**config.mk**
```make
export PLATFORM = sky130hd
export DESIGN_NAME = ccfu_control_flow
export DESIGN_NICKNAME = d
export VERILOG_FILES = /design/src/rtl/ccfu_pkg.sv /design/src/rtl/ccfu_compare.sv /design/src/rtl/ccfu_control_flow.sv
export SDC_FILE = /design/constraint.sdc
export NUM_CORES = 1
export LEC_CHECK = 0
export ABC_AREA = 1
export BUFFER_PORTS_ARGS = -buffer_cell sky130_fd_sc_hd__buf_2
export CAP_MARGIN = 10
export CORE_MARGIN = 4
export CORE_UTILIZATION = 35
export DETAILED_ROUTE_END_ITERATION = 10
export MAX_ROUTING_LAYER = met4
export PLACE_DENSITY = 0.62
export SLEW_MARGIN = 10
export SYNTH_ARGS = -nofsm -noshare
export SYNTH_HDL_FRONTEND = slang
export SYNTH_SLANG_ARGS = --single-unit
```
**constraint.sdc**
```tcl
create_clock -name ref_clk -period 2.9 [get_ports ref_clk]
set_input_delay 0.29 -clock ref_clk [delete_from_list [all_inputs] [get_ports ref_clk]]
set_output_delay 0.29 -clock ref_clk [all_outputs]
set_load 0.005 [all_outputs]
```
**src/rtl/ccfu_pkg.sv**
```systemverilog
// Constants, opcode patterns and state type of the control-flow unit.
package ccfu_pkg;
  localparam logic [15:0] PC_RESET = 16'h0000;
  localparam logic [7:0] FLAGS_RESET = 8'h00;
  // Status flag bit positions.
  localparam int FLAG_C = 0;
  localparam int FLAG_Z = 1;
  localparam int FLAG_N = 2;
  localparam int FLAG_V = 3;
  localparam int FLAG_S = 4;
  localparam int FLAG_H = 5;
  localparam int FLAG_I = 7;
  // Opcode patterns and the masks of their fixed bits.
  localparam logic [15:0] OP_RELATIVE_JUMP = 16'hc000;
  localparam logic [15:0] MSK_RELATIVE_JUMP = 16'hf000;
  localparam logic [15:0] OP_RELATIVE_CALL = 16'hd000;
  localparam logic [15:0] MSK_RELATIVE_CALL = 16'hf000;
  localparam logic [15:0] OP_INDIRECT_JUMP = 16'h9409;
  localparam logic [15:0] OP_INDIRECT_CALL = 16'h9509;
  localparam logic [15:0] OP_SUBROUTINE_RETURN = 16'h9508;
  localparam logic [15:0] OP_INTERRUPT_RETURN = 16'h9518;
  localparam logic [15:0] MSK_FULL = 16'hffff;
  localparam logic [15:0] OP_COMPARE_SKIP_EQUAL = 16'h1000;
  localparam logic [15:0] OP_COMPARE_REGS = 16'h1400;
  localparam logic [15:0] OP_COMPARE_REGS_CARRY = 16'h0400;
  localparam logic [15:0] MSK_REG_PAIR = 16'hfc00;
  localparam logic [15:0] OP_COMPARE_IMMEDIATE = 16'h3000;
  localparam logic [15:0] MSK_IMMEDIATE = 16'hf000;
  localparam logic [15:0] OP_SKIP_REG_BIT_CLEAR = 16'hfc00;
  localparam logic [15:0] OP_SKIP_REG_BIT_SET = 16'hfe00;
  localparam logic [15:0] MSK_SKIP_REG = 16'hfe08;
  localparam logic [15:0] OP_SKIP_IO_BIT_CLEAR = 16'h9900;
  localparam logic [15:0] OP_SKIP_IO_BIT_SET = 16'h9b00;
  localparam logic [15:0] MSK_SKIP_IO = 16'hff00;
  localparam logic [15:0] OP_BRANCH_FLAG_SET = 16'hf000;
  localparam logic [15:0] OP_BRANCH_FLAG_CLEAR = 16'hf400;
  localparam logic [15:0] MSK_BRANCH = 16'hfc00;
  // Cycle counts of each instruction group.
  localparam logic [2:0] CYC_JUMP = 3'h2;
  localparam logic [2:0] CYC_CALL = 3'h3;
  localparam logic [2:0] CYC_RETURN = 3'h4;
  localparam logic [2:0] CYC_SINGLE = 3'h1;
  localparam logic [2:0] CYC_BRANCH_TAKEN = 3'h2;
  localparam logic [2:0] CYC_SKIP_SHORT = 3'h2;
  localparam logic [2:0] CYC_SKIP_LONG = 3'h3;
  // Stall count loaded after the pop cycle of a return; it counts down to 0, giving two stall cycles.
  localparam logic [1:0] RETURN_TAIL = 2'h1;
  typedef enum logic [1:0] {
    ST_RUN = 2'b00,
    ST_STALL = 2'b01,
    ST_POP = 2'b10
  } ccfu_state_t;
endpackage

```
**src/rtl/ccfu_compare.sv**
```systemverilog
// Flag computation of the compare instructions.
`timescale 1ns/1ns
module ccfu_compare (
  input wire logic [7:0] a,
  input wire logic [7:0] b,
  input wire logic with_carry,
  input wire logic [7:0] flags_in,
  output logic [7:0] flags_out
);
  logic [7:0] res;
  logic borrow_in;
  logic zero;
  logic ovf;
  assign borrow_in = with_carry & flags_in[ccfu_pkg::FLAG_C];
  assign res = a - b - {7'h00, borrow_in};
  // With carry the zero flag can only stay set, so multi-byte compares chain.
  assign zero = (res == 8'h00) & (~with_carry | flags_in[ccfu_pkg::FLAG_Z]);
  assign ovf = (a[7] & ~b[7] & ~res[7]) | (~a[7] & b[7] & res[7]);
  always_comb begin
    flags_out = flags_in;
    flags_out[ccfu_pkg::FLAG_C] = (~a[7] & b[7]) | (b[7] & res[7]) | (res[7] & ~a[7]);
    flags_out[ccfu_pkg::FLAG_Z] = zero;
    flags_out[ccfu_pkg::FLAG_N] = res[7];
    flags_out[ccfu_pkg::FLAG_V] = ovf;
    flags_out[ccfu_pkg::FLAG_S] = res[7] ^ ovf;
    flags_out[ccfu_pkg::FLAG_H] = (~a[3] & b[3]) | (b[3] & res[3]) | (res[3] & ~a[3]);
  end
endmodule // ccfu_compare

```
**src/rtl/ccfu_control_flow.sv**
```systemverilog
// Control-flow unit: jumps, calls, returns, compares, skips and branches.
`timescale 1ns/1ns
// Function
// RULE1: indirect_jump loads pc from pointer pair, flags untouched, two cycles.
// RULE2: indirect_call pushes return address, loads pc from pointer, three cycles.
// RULE3: compare_skip_equal skips next when equal; pc +2 or +3, 1/2/3 cycles.
// RULE4: compares only update Z N V C H flags, no register write, one cycle; the code also updates S.
// RULE5: skip_reg_bit_clear skips next when selected register bit is 0.
// RULE6: skip_reg_bit_set skips next when selected register bit is 1.
// RULE7: skip_io_bit_clear skips next when selected I/O bit is 0.
// RULE8: skip_io_bit_set skips next when selected I/O bit is 1.
// RULE9: branch_flag_set jumps pc+k+1 when flag is 1; 1 or 2 cycles.
// RULE10: branch_flag_clear jumps pc+k+1 when flag is 0; 1 or 2 cycles.
// RULE11: branch_carry_clear branches when carry is 0, 1 or 2 cycles.
// RULE12: branch_same_higher behaves exactly like branch_carry_clear.
// RULE13: branch_signed_ge branches when negative xor overflow is 0.
// RULE14: branch_signed_lt is a relative branch costing 1 or 2 cycles.
// RULE15: branch_signed_lt is taken when negative xor overflow is 1.
// RULE16: relative_jump pc+k+1 in 2 cycles; relative_call pushes first, 3 cycles.
// RULE17: returns pop pc in 4 cycles; interrupt_return also sets interrupt enable.
module ccfu_control_flow (
  input wire logic ref_clk,
  input wire logic resetn,
  input wire logic instr_valid,
  input wire logic [15:0] instr,
  input wire logic next_two_word,
  output logic instr_ready,
  output logic [4:0] rd_addr,
  output logic [4:0] rr_addr,
  input wire logic [7:0] rd_val,
  input wire logic [7:0] rr_val,
  output logic [4:0] io_addr,
  input wire logic [7:0] io_val,
  input wire logic [15:0] pointer_val,
  input wire logic [7:0] status_flags,
  output logic status_flags_we,
  output logic [7:0] status_flags_new,
  output logic stack_push,
  output logic [15:0] stack_push_data,
  output logic stack_pop,
  input wire logic [15:0] stack_pop_data,
  output logic [15:0] pc
);
  function automatic logic op_match(input logic [15:0] word, input logic [15:0] pattern,
                                    input logic [15:0] mask);
    op_match = (word & mask) == pattern;
  endfunction

  ccfu_pkg::ccfu_state_t state_q;
  ccfu_pkg::ccfu_state_t state_d;
  logic [1:0] stall_q;
  logic [1:0] stall_d;
  logic [15:0] pc_q;
  logic [15:0] pc_d;
  logic flags_we_q;
  logic [7:0] flags_q;
  logic push_q;
  logic [15:0] push_data_q;

  wire take = instr_valid & (state_q == ccfu_pkg::ST_RUN);
  wire is_rel_jump = op_match(instr, ccfu_pkg::OP_RELATIVE_JUMP, ccfu_pkg::MSK_RELATIVE_JUMP);
  wire is_rel_call = op_match(instr, ccfu_pkg::OP_RELATIVE_CALL, ccfu_pkg::MSK_RELATIVE_CALL);
  wire is_ind_jump = op_match(instr, ccfu_pkg::OP_INDIRECT_JUMP, ccfu_pkg::MSK_FULL);
  wire is_ind_call = op_match(instr, ccfu_pkg::OP_INDIRECT_CALL, ccfu_pkg::MSK_FULL);
  wire is_sub_return = op_match(instr, ccfu_pkg::OP_SUBROUTINE_RETURN, ccfu_pkg::MSK_FULL);
  wire is_int_return = op_match(instr, ccfu_pkg::OP_INTERRUPT_RETURN, ccfu_pkg::MSK_FULL);
  wire is_cmp_skip = op_match(instr, ccfu_pkg::OP_COMPARE_SKIP_EQUAL, ccfu_pkg::MSK_REG_PAIR);
  wire is_cmp_regs = op_match(instr, ccfu_pkg::OP_COMPARE_REGS, ccfu_pkg::MSK_REG_PAIR);
  wire is_cmp_carry = op_match(instr, ccfu_pkg::OP_COMPARE_REGS_CARRY, ccfu_pkg::MSK_REG_PAIR);
  wire is_cmp_imm = op_match(instr, ccfu_pkg::OP_COMPARE_IMMEDIATE, ccfu_pkg::MSK_IMMEDIATE);
  wire is_skip_rclr = op_match(instr, ccfu_pkg::OP_SKIP_REG_BIT_CLEAR, ccfu_pkg::MSK_SKIP_REG);
  wire is_skip_rset = op_match(instr, ccfu_pkg::OP_SKIP_REG_BIT_SET, ccfu_pkg::MSK_SKIP_REG);
  wire is_skip_ioclr = op_match(instr, ccfu_pkg::OP_SKIP_IO_BIT_CLEAR, ccfu_pkg::MSK_SKIP_IO);
  wire is_skip_ioset = op_match(instr, ccfu_pkg::OP_SKIP_IO_BIT_SET, ccfu_pkg::MSK_SKIP_IO);
  wire is_br_set = op_match(instr, ccfu_pkg::OP_BRANCH_FLAG_SET, ccfu_pkg::MSK_BRANCH);
  wire is_br_clr = op_match(instr, ccfu_pkg::OP_BRANCH_FLAG_CLEAR, ccfu_pkg::MSK_BRANCH);
  wire is_compare = is_cmp_regs | is_cmp_carry | is_cmp_imm;

  // Operand selection toward the register file and I/O space.
  wire [7:0] imm_val = {instr[11:8], instr[3:0]};
  assign rd_addr = is_cmp_imm ? {1'b1, instr[7:4]} : instr[8:4];
  assign rr_addr = {instr[9], instr[3:0]};
  assign io_addr = instr[7:3];
  wire [2:0] bit_sel = instr[2:0];

  // Skip decisions; the skip distance follows the length of the next instruction.
  wire skip = (is_cmp_skip & (rd_val == rr_val)) // see RULE3
    | (is_skip_rclr & ~rd_val[bit_sel]) // see RULE5
    | (is_skip_rset & rd_val[bit_sel]) // see RULE6
    | (is_skip_ioclr & ~io_val[bit_sel]) // see RULE7
    | (is_skip_ioset & io_val[bit_sel]); // see RULE8
  wire is_skip_op = is_cmp_skip | is_skip_rclr | is_skip_rset | is_skip_ioclr | is_skip_ioset;

  // The sign slot is rebuilt from N and V so signed branches never trust a stale S bit.
  wire [7:0] eff_flags = {status_flags[7:5],
                          status_flags[ccfu_pkg::FLAG_N] ^ status_flags[ccfu_pkg::FLAG_V],
                          status_flags[3:0]}; // see RULE13 RULE15
  wire sel_flag = eff_flags[bit_sel];
  // Carry-clear, same-or-higher and signed-ge are flag-clear branches on C or S.
  wire br_taken = (is_br_set & sel_flag) // see RULE9 RULE14 RULE15
    | (is_br_clr & ~sel_flag); // see RULE10 RULE11 RULE12 RULE13

  wire [15:0] pc_next = pc_q + 16'h0001;
  wire [15:0] pc_skip = next_two_word ? pc_q + 16'h0003 : pc_q + 16'h0002;
  wire [15:0] rel_long = {{4{instr[11]}}, instr[11:0]};
  wire [15:0] rel_short = {{9{instr[9]}}, instr[9:3]};
  wire [15:0] pc_rel_long = pc_next + rel_long;
  wire [15:0] pc_rel_short = pc_next + rel_short;

  logic [15:0] pc_tgt;
  logic [2:0] cycles;
  always_comb begin
    pc_tgt = pc_next;
    cycles = ccfu_pkg::CYC_SINGLE;
    if (is_rel_jump) begin
      pc_tgt = pc_rel_long; // see RULE16
      cycles = ccfu_pkg::CYC_JUMP;
    end else if (is_rel_call) begin
      pc_tgt = pc_rel_long; // see RULE16
      cycles = ccfu_pkg::CYC_CALL;
    end else if (is_ind_jump) begin
      pc_tgt = pointer_val; // see RULE1
      cycles = ccfu_pkg::CYC_JUMP;
    end else if (is_ind_call) begin
      pc_tgt = pointer_val; // see RULE2
      cycles = ccfu_pkg::CYC_CALL;
    end else if (is_sub_return | is_int_return) begin
      pc_tgt = pc_q;
      cycles = ccfu_pkg::CYC_RETURN; // see RULE17
    end else if (is_skip_op & skip) begin
      pc_tgt = pc_skip; // see RULE3
      cycles = next_two_word ? ccfu_pkg::CYC_SKIP_LONG : ccfu_pkg::CYC_SKIP_SHORT;
    end else if ((is_br_set | is_br_clr) & br_taken) begin
      pc_tgt = pc_rel_short; // see RULE9 RULE10
      cycles = ccfu_pkg::CYC_BRANCH_TAKEN;
    end
  end

  // Compare results go out as a full flag byte; I and T pass through unchanged.
  logic [7:0] cmp_flags;
  ccfu_compare u_compare (
    .a(rd_val),
    .b(is_cmp_imm ? imm_val : rr_val),
    .with_carry(is_cmp_carry),
    .flags_in(status_flags),
    .flags_out(cmp_flags)
  );

  always_comb begin
    state_d = state_q;
    stall_d = stall_q;
    pc_d = pc_q;
    case (state_q)
      ccfu_pkg::ST_RUN: begin
        if (take) begin
          pc_d = pc_tgt;
          if (is_sub_return | is_int_return) begin
            state_d = ccfu_pkg::ST_POP; // see RULE17
          end else if (cycles != ccfu_pkg::CYC_SINGLE) begin
            state_d = ccfu_pkg::ST_STALL;
            stall_d = 2'(cycles - 3'h2);
          end
        end
      end
      ccfu_pkg::ST_POP: begin
        pc_d = stack_pop_data; // see RULE17
        state_d = ccfu_pkg::ST_STALL;
        stall_d = ccfu_pkg::RETURN_TAIL;
      end
      ccfu_pkg::ST_STALL: begin
        if (stall_q == 2'h0) begin
          state_d = ccfu_pkg::ST_RUN;
        end else begin
          stall_d = stall_q - 2'h1;
        end
      end
      default: begin
        state_d = ccfu_pkg::ST_RUN;
        stall_d = 2'h0;
      end
    endcase
  end

  // Only compares and the interrupt return write flags; all jumps leave them alone.
  logic int_return_q;
  wire flags_we_d = (take & is_compare) // see RULE4
    | (state_q == ccfu_pkg::ST_POP & int_return_q); // see RULE17
  logic [7:0] int_return_flags;
  always_comb begin
    int_return_flags = status_flags;
    int_return_flags[ccfu_pkg::FLAG_I] = 1'b1; // see RULE17
  end

  always_ff @(posedge ref_clk or negedge resetn) begin
    if (!resetn) begin
      state_q <= ccfu_pkg::ST_RUN;
      stall_q <= 2'h0;
      pc_q <= ccfu_pkg::PC_RESET;
      int_return_q <= 1'b0;
    end else begin
      state_q <= state_d;
      stall_q <= stall_d;
      pc_q <= pc_d;
      if (take) begin
        int_return_q <= is_int_return;
      end
    end
  end

  always_ff @(posedge ref_clk or negedge resetn) begin
    if (!resetn) begin
      flags_we_q <= 1'b0;
      flags_q <= ccfu_pkg::FLAGS_RESET;
    end else begin
      flags_we_q <= flags_we_d;
      if (take & is_compare) begin
        flags_q <= cmp_flags; // see RULE4
      end else if (state_q == ccfu_pkg::ST_POP & int_return_q) begin
        flags_q <= int_return_flags;
      end
    end
  end

  always_ff @(posedge ref_clk or negedge resetn) begin
    if (!resetn) begin
      push_q <= 1'b0;
      push_data_q <= ccfu_pkg::PC_RESET;
    end else begin
      push_q <= take & (is_rel_call | is_ind_call); // see RULE2 RULE16
      if (take) begin
        push_data_q <= pc_next;
      end
    end
  end

  assign instr_ready = state_q == ccfu_pkg::ST_RUN;
  assign stack_pop = take & (is_sub_return | is_int_return); // see RULE17
  assign status_flags_we = flags_we_q;
  assign status_flags_new = flags_q;
  assign stack_push = push_q;
  assign stack_push_data = push_data_q;
  assign pc = pc_q;
endmodule // ccfu_control_flow

```
==> metrics.yaml, run 1 <==
status: "finished clean"
fin_ws_ns: 0.0816
arrival_ns: 3.02
netlist_instances: 1079
first_iter_violations: 612
routed_wl_um: 24300
drc: 0
vias: 7817
clkTransAtPathRegs_ns: 0.07
r2r-start: "pc[1]"
place_hpwl_um: 19200
wl_per_cell_um: 15.6
num_io_pins: 143
clkSinkCount: 47
grtUsageTotal_pct: 23.6
rows: 49
first_global_vias: 7272
grt.overflow.total: 0
end_kind: "flop"
clk_latency_ns: 0.31
dp.cells: 1526
cp_max_fo: 4
peakVddDrop_v: 0.000430
fin_worst_skew_ns: 0.00889
start_util_pct: 35.9
cts_tree: "done"
hold_viol_final: 0
p_leak_nw: 4.86
fmax_mhz: 355
setup_viol: 0
die_height_um: 144
areaGrowthSynthToFinish_pct: 39.4
postPlaceCellArea_sq_um: 8110
finalNonFillerCells: 1553
cts_inserted_buffers: 5
htree_levels: 2
synthesis.area_sq_um: 6520
final_layout_size_suffix_gt1_share_pct: 33.3
ys_types: 50
worstMarginPinSlew_ns: 0.675
cts_buffer_depth: 2
dp_slack_ns: -0.178
mostFrequentLayoutCells: "309 x nand2_1, 142 x buf_2, 134 x inv_1"
postLayoutCellArea_sq_um: 9080
grt_pass1_wl_um: 37300
reg2reg_to: "pc[15]"
critPathLaunchType: "flop"
detail-route-antenna-nets: 0
r2r_setup_slack_ns: 0.08
nets: 1459
finalMaxSlewViolations: 0
cts_root_buf: "clkbuf_16"
p_per_area_nw_per_um2: 898
antenna_found_initial: 0
routed_via_density: 5.03
fin_crit_sh_pct: 97.2
grt_max_degree: 48
final_common_cell: "nand2_1"
antenna_cells: 0
criticalPathCategory: "reg2reg"
dieArea_sq_um: 20900
fin_crit_ns: 2.82
yosysWarnings: 0
worstPathRequired_ns: 3.10
r2r_cells: 23
async_flop_share_pct: 100
min_path_type: "in2async"
port_buffers: 142
drt_first_pass_iters: 5
finalSetupTns_ns: 0
avgSynthCellArea_sq_um: 6.04
syn_nets: 1215
place_congestion: 1.01
seq_area_frac_synth_pct: 18.0
rsz0062_at_grt: "yes"
synth_ff_type: "dfrtp_1"
drv_cap: 0
ys_ff_latch: 47
die_x_um: 144
synth-edff-count: 0
relSlewSlack_pct: 55.0
fp.coreArea_sq_um: 18100
## cell usage after synthesis (7+ instances only)
cell	count	area share, %
o21ai_1	9	0.69
nand3_1	91	7.0
buf_4	19	2.2
nor2_1	99	5.7
nand4_1	13	1.2
nand2_2	7	0.67
nand2_1	331	19
o21ai_0	63	4.8
nor3_1	12	0.92
xnor2_1	12	1.6
clkbuf_1	10	0.58
a21oi_1	60	4.6
inv_2	12	0.69
o21bai_1	7	0.81
inv_1	141	8.1
xor2_1	32	4.3
ha_1	48	9.2
dfrtp_1	47	18
## worst max-delay path by stage
stage / startpoint / to / slack (ns) / cells past startpoint
floorplan: pc[1] / pc[15] / 0.06 / 18
global placement: pc[2] / pc[10] / -0.20 / 19
detailed placement: pc[2] / pc[10] / -0.18 / 19
CTS: pc[1] / pc[13] / -0.002 / 20
global route: pc[3] / pc[14] / -0.18 / 22
finish: pc[1] / pc[15] / 0.08 / 23
## layout make-up
cell class                      instances  area, sq um
Clock buffer                            7          153
Clock inverter                          1         7.51
Fill cell                            1848         9060
Inverter                              153          577
Multi-Input combinational cell        837         5120
Sequential cell                        47         1180
Tap cell                              229          287
Timing Repair Buffer                  279         1760
## critical path: stages (launching register included)
cell	delay (ns)
dfrtp_2	0.46
ha_4	0.18
nand3_4	0.07
nor2_4	0.04
buf_4	0.15
nand2_1	0.12
xor2_2	0.17
inv_1	0.11
ha_1	0.35
a21o_1	0.18
nor2_1	0.09
nand2_1	0.06
inv_1	0.06
nand2_2	0.08
nand3_1	0.09
nand3_1	0.07
nand2_1	0.07
nand2_1	0.05
nand2_1	0.05
nand2_1	0.04
nand2_1	0.06
nand2_1	0.05
nand2_1	0.06
nand2_1	0.05
## metal layers
metal	GRT usage, %	share of wire (%)
met2	35.6	45
met4	8.89	3.0
met5	-	0
met3	2.58	6.3
met1	32.5	46
## kinds of logic (layout without fill, tap and decap cells)
kind of cell               count (synthesis)  in the layout  synth area share (%)
buffers and inverters                    195            440                  13.3
adders and majority gates                 52             52                  10.4
DFF                                       47             47                  18.0
AOI/OAI and AO/OA                        166            166                  14.3
and+or+nand+nor                          575            575                  38.0
xor gates and xnor gates                  44             44                  5.91
## sequential cells by signal (all words and copies together), names as in the netlist
register	count
stall_q	2
pc	16
status_flags_new	8
state_q	2
status_flags_we	1
stack_push_data	16
int_return_q	1
stack_push	1
## through the flow
step | power (W) | utilization, % | hold slack (ns)
2_1_floorplan | 0.00410 | - | -0.00559
3_3_place_gp | 0.00631 | 44.7 | 0.454
3_5_place_dp | 0.00635 | 44.7 | 0.460
4_1_cts | 0.00739 | 47.3 | 0.127
5_1_grt | 0.00889 | 50.0 | 0.154
6_report | 0.00815 | 50.0 | 0.0999
## power by group
group | internal, W | switching [W] | leakage, nW
combinational | 0.00298 | 0.00342 | 4.23
clock | 0.000368 | 0.000283 | 0.0761
sequential | 0.000905 | 0.000189 | 0.552
## timing repair
item,CTS,global route
hold buffers,0,0
buffers inserted,11,10
endpoints found under the hold margin,0,0
endpoints found under the setup margin,11,16
pin swaps,12,29
gates resized for setup,41,96
No activity file was read; power rests on OpenSTA's default activity.
==> inputs of run 2 (changes only) <==
Settings changed: GPL_TIMING_DRIVEN from default to 0.
==> metrics.yaml, run 2 (synthesis gave the netlist of run 1 again) <==
p_seq_share_pct: 15.1  # +1.7 points
crit_chain: "ha_4 -> nand2_2 -> nor2_4 -> buf_4 -> nand2_4 -> nor2_4 -> xor2_2 -> inv_2 -> ha_4 -> nand2_2 -> nor2_4 -> buf_6 -> a21oi_2 -> nand2_1 -> nand2_1 -> nand3_2 -> nand3_2 -> nand2_1 -> nand2_1 -> nand2_1 -> nand2_1 -> nand2_1 -> nand2_1 -> nand2_1"
final_layout_size_suffix_gt1_share_pct: 28.8  # -4.5 points
critPathLaunchType: "flop"
grt_pass1_wl_um: 36500  # -2.1%
clk_latency_ns: 0.31  # about the same
grt.overflow.total: 0  # unchanged
p_per_area_nw_per_um2: 845  # -5.9%
grtUsageTotal_pct: 23.0  # -0.57 points
worstMarginPinSlew_ns: 0.671  # -0.00426 ns
place_congestion: 0.967  # -4.2%
antenna_found_initial: 0  # unchanged
cpMostUsedCell: "nand2_1"
grt_busiest_layer: "met2"
postPlaceCellArea_sq_um: 7510  # -7.3%
critPathSlowestCell: "dfrtp_2"
end_kind: "flop"
cts_root_buf: "clkbuf_16"
mostFrequentLayoutCells: "315 x nand2_1, 145 x buf_2, 136 x inv_1"
failed_checks: "negative hold slack, negative setup slack"
first_global_vias: 7042  # -3.2%
hold_ws_ns: -0.00726  # -0.107 ns
crit_buf_inv: 3  # unchanged
final_common_cell: "nand2_1"
peakVddDrop_v: 0.000459  # +6.7%
fin_crit_ns: 3.05  # +0.227 ns
postLayoutCellArea_sq_um: 8700  # -4.2%
vias: 7684  # -1.7%
cpLargestDelayFamily: "simple AND/OR/NAND/NOR gates"
antenna_cells: 0  # unchanged
report.power.total_w: 0.00735  # -9.9%
htree_levels: 2  # unchanged
dp_slack_ns: -0.740  # -0.562 ns
die_height_um: 144  # unchanged
fin_crit_sh_pct: 105  # +7.8 points
p_switching_w: 0.00371  # -4.7%
p_comb_share_pct: 75.6  # -3.0 points
use_met2_pct: 36.1  # +0.49 points
cpPeakStageDelay_ns: 0.44  # -0.02 ns
cts_tree: "done"
min_path_type: "in2async"
setup_viol: 7  # +7
finalMaxSlewViolations: 0  # unchanged
rsz0062_at_grt: "yes"
worstPathRequired_ns: 3.10  # about the same
p_int_w: 0.00363  # -15%
fin_ws_ns: -0.146  # -0.227 ns
wl_per_cell_um: 15.9  # +2.0%
criticalPathCategory: "reg2reg"
fmax_mhz: 328  # -7.5%
swShare_pct: 50.5  # +2.7 points
cts_buffer_depth: 2  # unchanged
drt_first_pass_iters: 6  # +1
cts_inserted_buffers: 5  # unchanged
fin_worst_skew_ns: 0.00959  # +0.000698 ns
routed_wl_um: 23900  # -1.4%
routed_via_density: 5.12  # +1.7%
fillers: 1875  # +1.5%
clkTransAtPathRegs_ns: 0.07  # about the same
cp_max_fo: 5  # +1
place_hpwl_um: 18800  # -2.2%
arrival_ns: 3.25  # +0.23 ns
grt_max_degree: 48  # unchanged
die_x_um: 144  # unchanged
relSlewSlack_pct: 55.3  # +0.28 points
finalSetupTns_ns: -0.416  # -0.416 ns
use_met1_pct: 31.6  # -0.95 points
start_util_pct: 35.9  # unchanged
p_leak_nw: 4.62  # -4.9%
status: "finished, violations left"
first_iter_violations: 551  # -10%
use_met3_pct: 2.91  # +0.33 points
nets: 1408  # -3.5%
drc: 0  # unchanged
hold_viol_final: 4  # +4
areaGrowthSynthToFinish_pct: 33.4
num_io_pins: 143  # unchanged
port_buffers: 142  # unchanged
dieArea_sq_um: 20900  # unchanged
drv_cap: 0  # unchanged
rows: 49  # unchanged
clkSinkCount: 47  # unchanged
fp.coreArea_sq_um: 18100  # unchanged
p_clk_share_pct: 9.3  # +1.3 points
detail-route-antenna-nets: 0  # unchanged
[run 2: power by group through the flow]
stage	combinational [W]	sequential [W]	clock (W)
final	0.00555	0.00111	0.000682
after global routing	0.00614	0.00115	0.000711
after CTS	0.00498	0.00110	0.000697
after detailed placement	0.00422	0.00112	0
after global placement	0.00419	0.00112	0
after floorplan	0.00299	0.00111	0
[run 2: stage by stage]
| step | util [%] | instances | hold slack, ns |
|---|---|---|---|
| after floorplan | - | 1079 | -0.00559 |
| after global placement | 41.4 | 1450 | 0.463 |
| after detailed placement | 41.4 | 1450 | 0.466 |
| after CTS | 45.9 | 1488 | 0.220 |
| after global routing | 47.9 | 1501 | 0.0640 |
| final | 47.9 | 1501 | -0.00726 |
[run 2: what timing repair did]
action,in CTS,in global routing
cloned,0,1
endpoints found under the setup margin,16,15
hold buffers,0,0
buffers inserted,31,12
pin swaps,32,34
gates resized for setup,86,54
[run 2: area by class of cell]
type	instances	area, sq um	area share [%]
clock buffer	6	129	1.48
clock inverter	1	30.0	0.345
tap	229	287	3.29
buffer	42	329	3.78
multi-input combinational	837	5110	58.8
timing repair buffer	186	1060	12.1
inverter	153	574	6.60
sequential	47	1180	13.6
[run 2: final timing paths]
path / slack (ns) / from / depth (start not counted) / end
max in group asynchronous: 2.41 / resetn / 1 / pc[2]
min in group ref_clk: 0.22 / status_flags[6] / 3 / status_flags_new[6]
max reg2reg: -0.15 / pc[1] / 24 / pc[14]
min reg2reg: 0.48 / stack_push_data[8] / 2 / stack_push_data[8]
min: -0.007 / resetn / 1 / stack_push_data[12]
max: -0.15 / pc[1] / 24 / pc[14]
[run 2: routing by layer]
layer  up-vias  wire length, um
met1      3545            10900
met3        36             1610
met5         -                0
met4         0              495
li1       3831                -
met2       272            10900
==> inputs of run 3 (changes only) <==
Settings changed: HOLD_SLACK_MARGIN from default to 0.02, PLACE_DENSITY 0.62 to 0.6.
Clock period 2.9 ns to 3.62 ns, I/O delays scaled along.
==> metrics.yaml, run 3 (synthesis gave the netlist of run 1 again) <==
status: "finished clean"
hold_ws_ns: 0.0839  # +0.0911 ns
finalNonFillerCells: 1459  # -2.8%
fmax_mhz: 294  # -10%
setup_viol: 0  # -7
first_iter_violations: 482  # -13%
p_per_area_nw_per_um2: 624  # -26%
cpPeakStageDelay_ns: 0.47  # +0.03 ns
grt.overflow.total: 0  # unchanged
cts_inserted_buffers: 5  # unchanged
detail-route-antenna-nets: 0  # unchanged
critPathLaunchType: "flop"
drv_cap: 0  # unchanged
num_io_pins: 143  # unchanged
fin_worst_skew_ns: 0.0136  # +0.00399 ns
cts_tree: "done"
grtUsageTotal_pct: 21.7  # -1.3 points
nets: 1365  # -3.1%
peakVddDrop_v: 0.000292  # -36%
port_buffers: 142  # unchanged
wl_per_cell_um: 15.4  # -3.6%
antenna_cells: 0  # unchanged
antenna_found_initial: 0  # unchanged
fillers: 1993  # +6.3%
criticalPathCategory: "reg2reg"
crit_buf_inv: 2  # -1
fp.coreArea_sq_um: 18100  # unchanged
htree_levels: 2  # unchanged
worstMarginPinSlew_ns: 0.665  # -0.00565 ns
fin_crit_sh_pct: 93.9  # -11 points
cts_buffer_depth: 2  # unchanged
crit_chain: "ha_1 -> nand3_1 -> xor2_1 -> inv_1 -> ha_1 -> inv_1 -> o21ai_0 -> nor2_1 -> o21ai_1 -> nand3_1 -> nand2_1 -> nand2_1 -> nand3_1 -> nand3_1 -> a21oi_1"
finalMaxSlewViolations: 0  # unchanged
die_x_um: 144  # unchanged
dieArea_sq_um: 20900  # unchanged
p_leak_nw: 4.30  # -7.0%
cpMostUsedCell: "nand3_1"
clkSinkCount: 47  # unchanged
grt_max_degree: 48  # unchanged
routed_wl_um: 22400  # -6.3%
final_common_cell: "nand2_1"
drt_first_pass_iters: 5  # -1
multiInputGateArea_sq_um: 4540  # -11%
worstPathRequired_ns: 3.85  # +0.75 ns
dp.cells: 1450  # unchanged
place_congestion: 0.964  # -0.30%
postLayoutCellArea_sq_um: 7740  # -11%
drc: 0  # unchanged
hold_viol_final: 0  # -4
relSlewSlack_pct: 55.7  # +0.38 points
min_path_type: "in2async"
cp_max_fo: 6  # +1
die_height_um: 144  # unchanged
clkTransAtPathRegs_ns: 0.07  # about the same
cts_hold_buf: 0  # unchanged
vias: 7240  # -5.8%
report.power.total_w: 0.00483  # -34%
fin_crit_ns: 3.40  # +0.352 ns
rows: 49  # unchanged
end_kind: "flop"
first_global_vias: 6618  # -6.0%
arrival_ns: 3.63  # +0.38 ns
place_hpwl_um: 18800  # about the same
clk_latency_ns: 0.31  # about the same
grt_pass1_wl_um: 34400  # -6.0%
regArea_sq_um: 1180  # -0.21%
cts_root_buf: "clkbuf_16"
postPlaceCellArea_sq_um: 7510  # unchanged
final_layout_size_suffix_gt1_share_pct: 19.5  # -9.3 points
r2r_setup_slack_ns: 0.22  # +0.37 ns
start_util_pct: 35.9  # unchanged
cpLargestDelayFamily: "simple AND/OR/NAND/NOR gates"
routed_via_density: 4.96  # -3.1%
areaGrowthSynthToFinish_pct: 18.7
mostFrequentLayoutCells: "330 x nand2_1, 146 x buf_2, 141 x inv_1"
critPathSlowestCell: "dfrtp_2"
[run 3: changes by cell type in the layout (fill, tap and decap cells not counted), moves of 10 or more]
cell     before  now
ha_1         33   46
ha_4         14    0
nor2_1       88   98
buf_4        57   21
a21oi_2      12    2
nand3_2      13    2
nand2_2      20    8
nand3_1      79   91
a21oi_1      47   59
nand2_1     315  330
[run 3: stage by stage]
stage | util, % | worst slack [ns] | TNS [ns]
after global placement | 41.4 | -0.00541 | -0.00541
after CTS | 42.2 | 0.0548 | 0
after detailed placement | 41.4 | -0.00785 | -0.00785
after global routing | 42.6 | -0.00334 | -0.00334
after floorplan | - | 0.747 | 0
final | 42.6 | 0.223 | 0
[run 3: repair_timing]
item	in CTS	in global routing
endpoints found under the setup margin	1	8
pin swaps	0	1
cloned	0	0
buffers inserted	0	1
gates resized for setup	1	14
[run 3: cell type report]
class	instances	share of cell area [%]
buffer	42	3.78
multi-input combinational	837	58.7
sequential	47	15.2
tap	229	3.70
clock inverter	2	0.162
clock buffer	6	1.67
timing repair buffer	143	9.32
inverter	153	7.42
[run 3: report_power, final]
part | internal (W) | switching [W] | leakage, nW
sequential | 0.000725 | 0.000174 | 0.552
combinational | 0.00129 | 0.00216 | 3.68
clock | 0.000256 | 0.000224 | 0.0669
[run 3: per-layer routing]
layer | wire [um] | share of wire [%] | global-route usage (%)
met3 | 1230 | 5.5 | 2.35
met2 | 9880 | 44 | 33.5
met5 | 0 | 0 | -
met1 | 10800 | 48 | 30.5
met4 | 463 | 2.1 | 5.60
[run 3: path summary, 6_finish.rpt]
path	startpoint	to	cells past startpoint
max	pc[1]	pc[9]	15
max reg2reg	pc[1]	pc[9]	15
min	resetn	stack_push_data[7]	1
min reg2reg	status_flags_new[6]	status_flags_new[6]	2
max in group asynchronous	resetn	pc[1]	1
min in group ref_clk	status_flags[6]	status_flags_new[6]	3
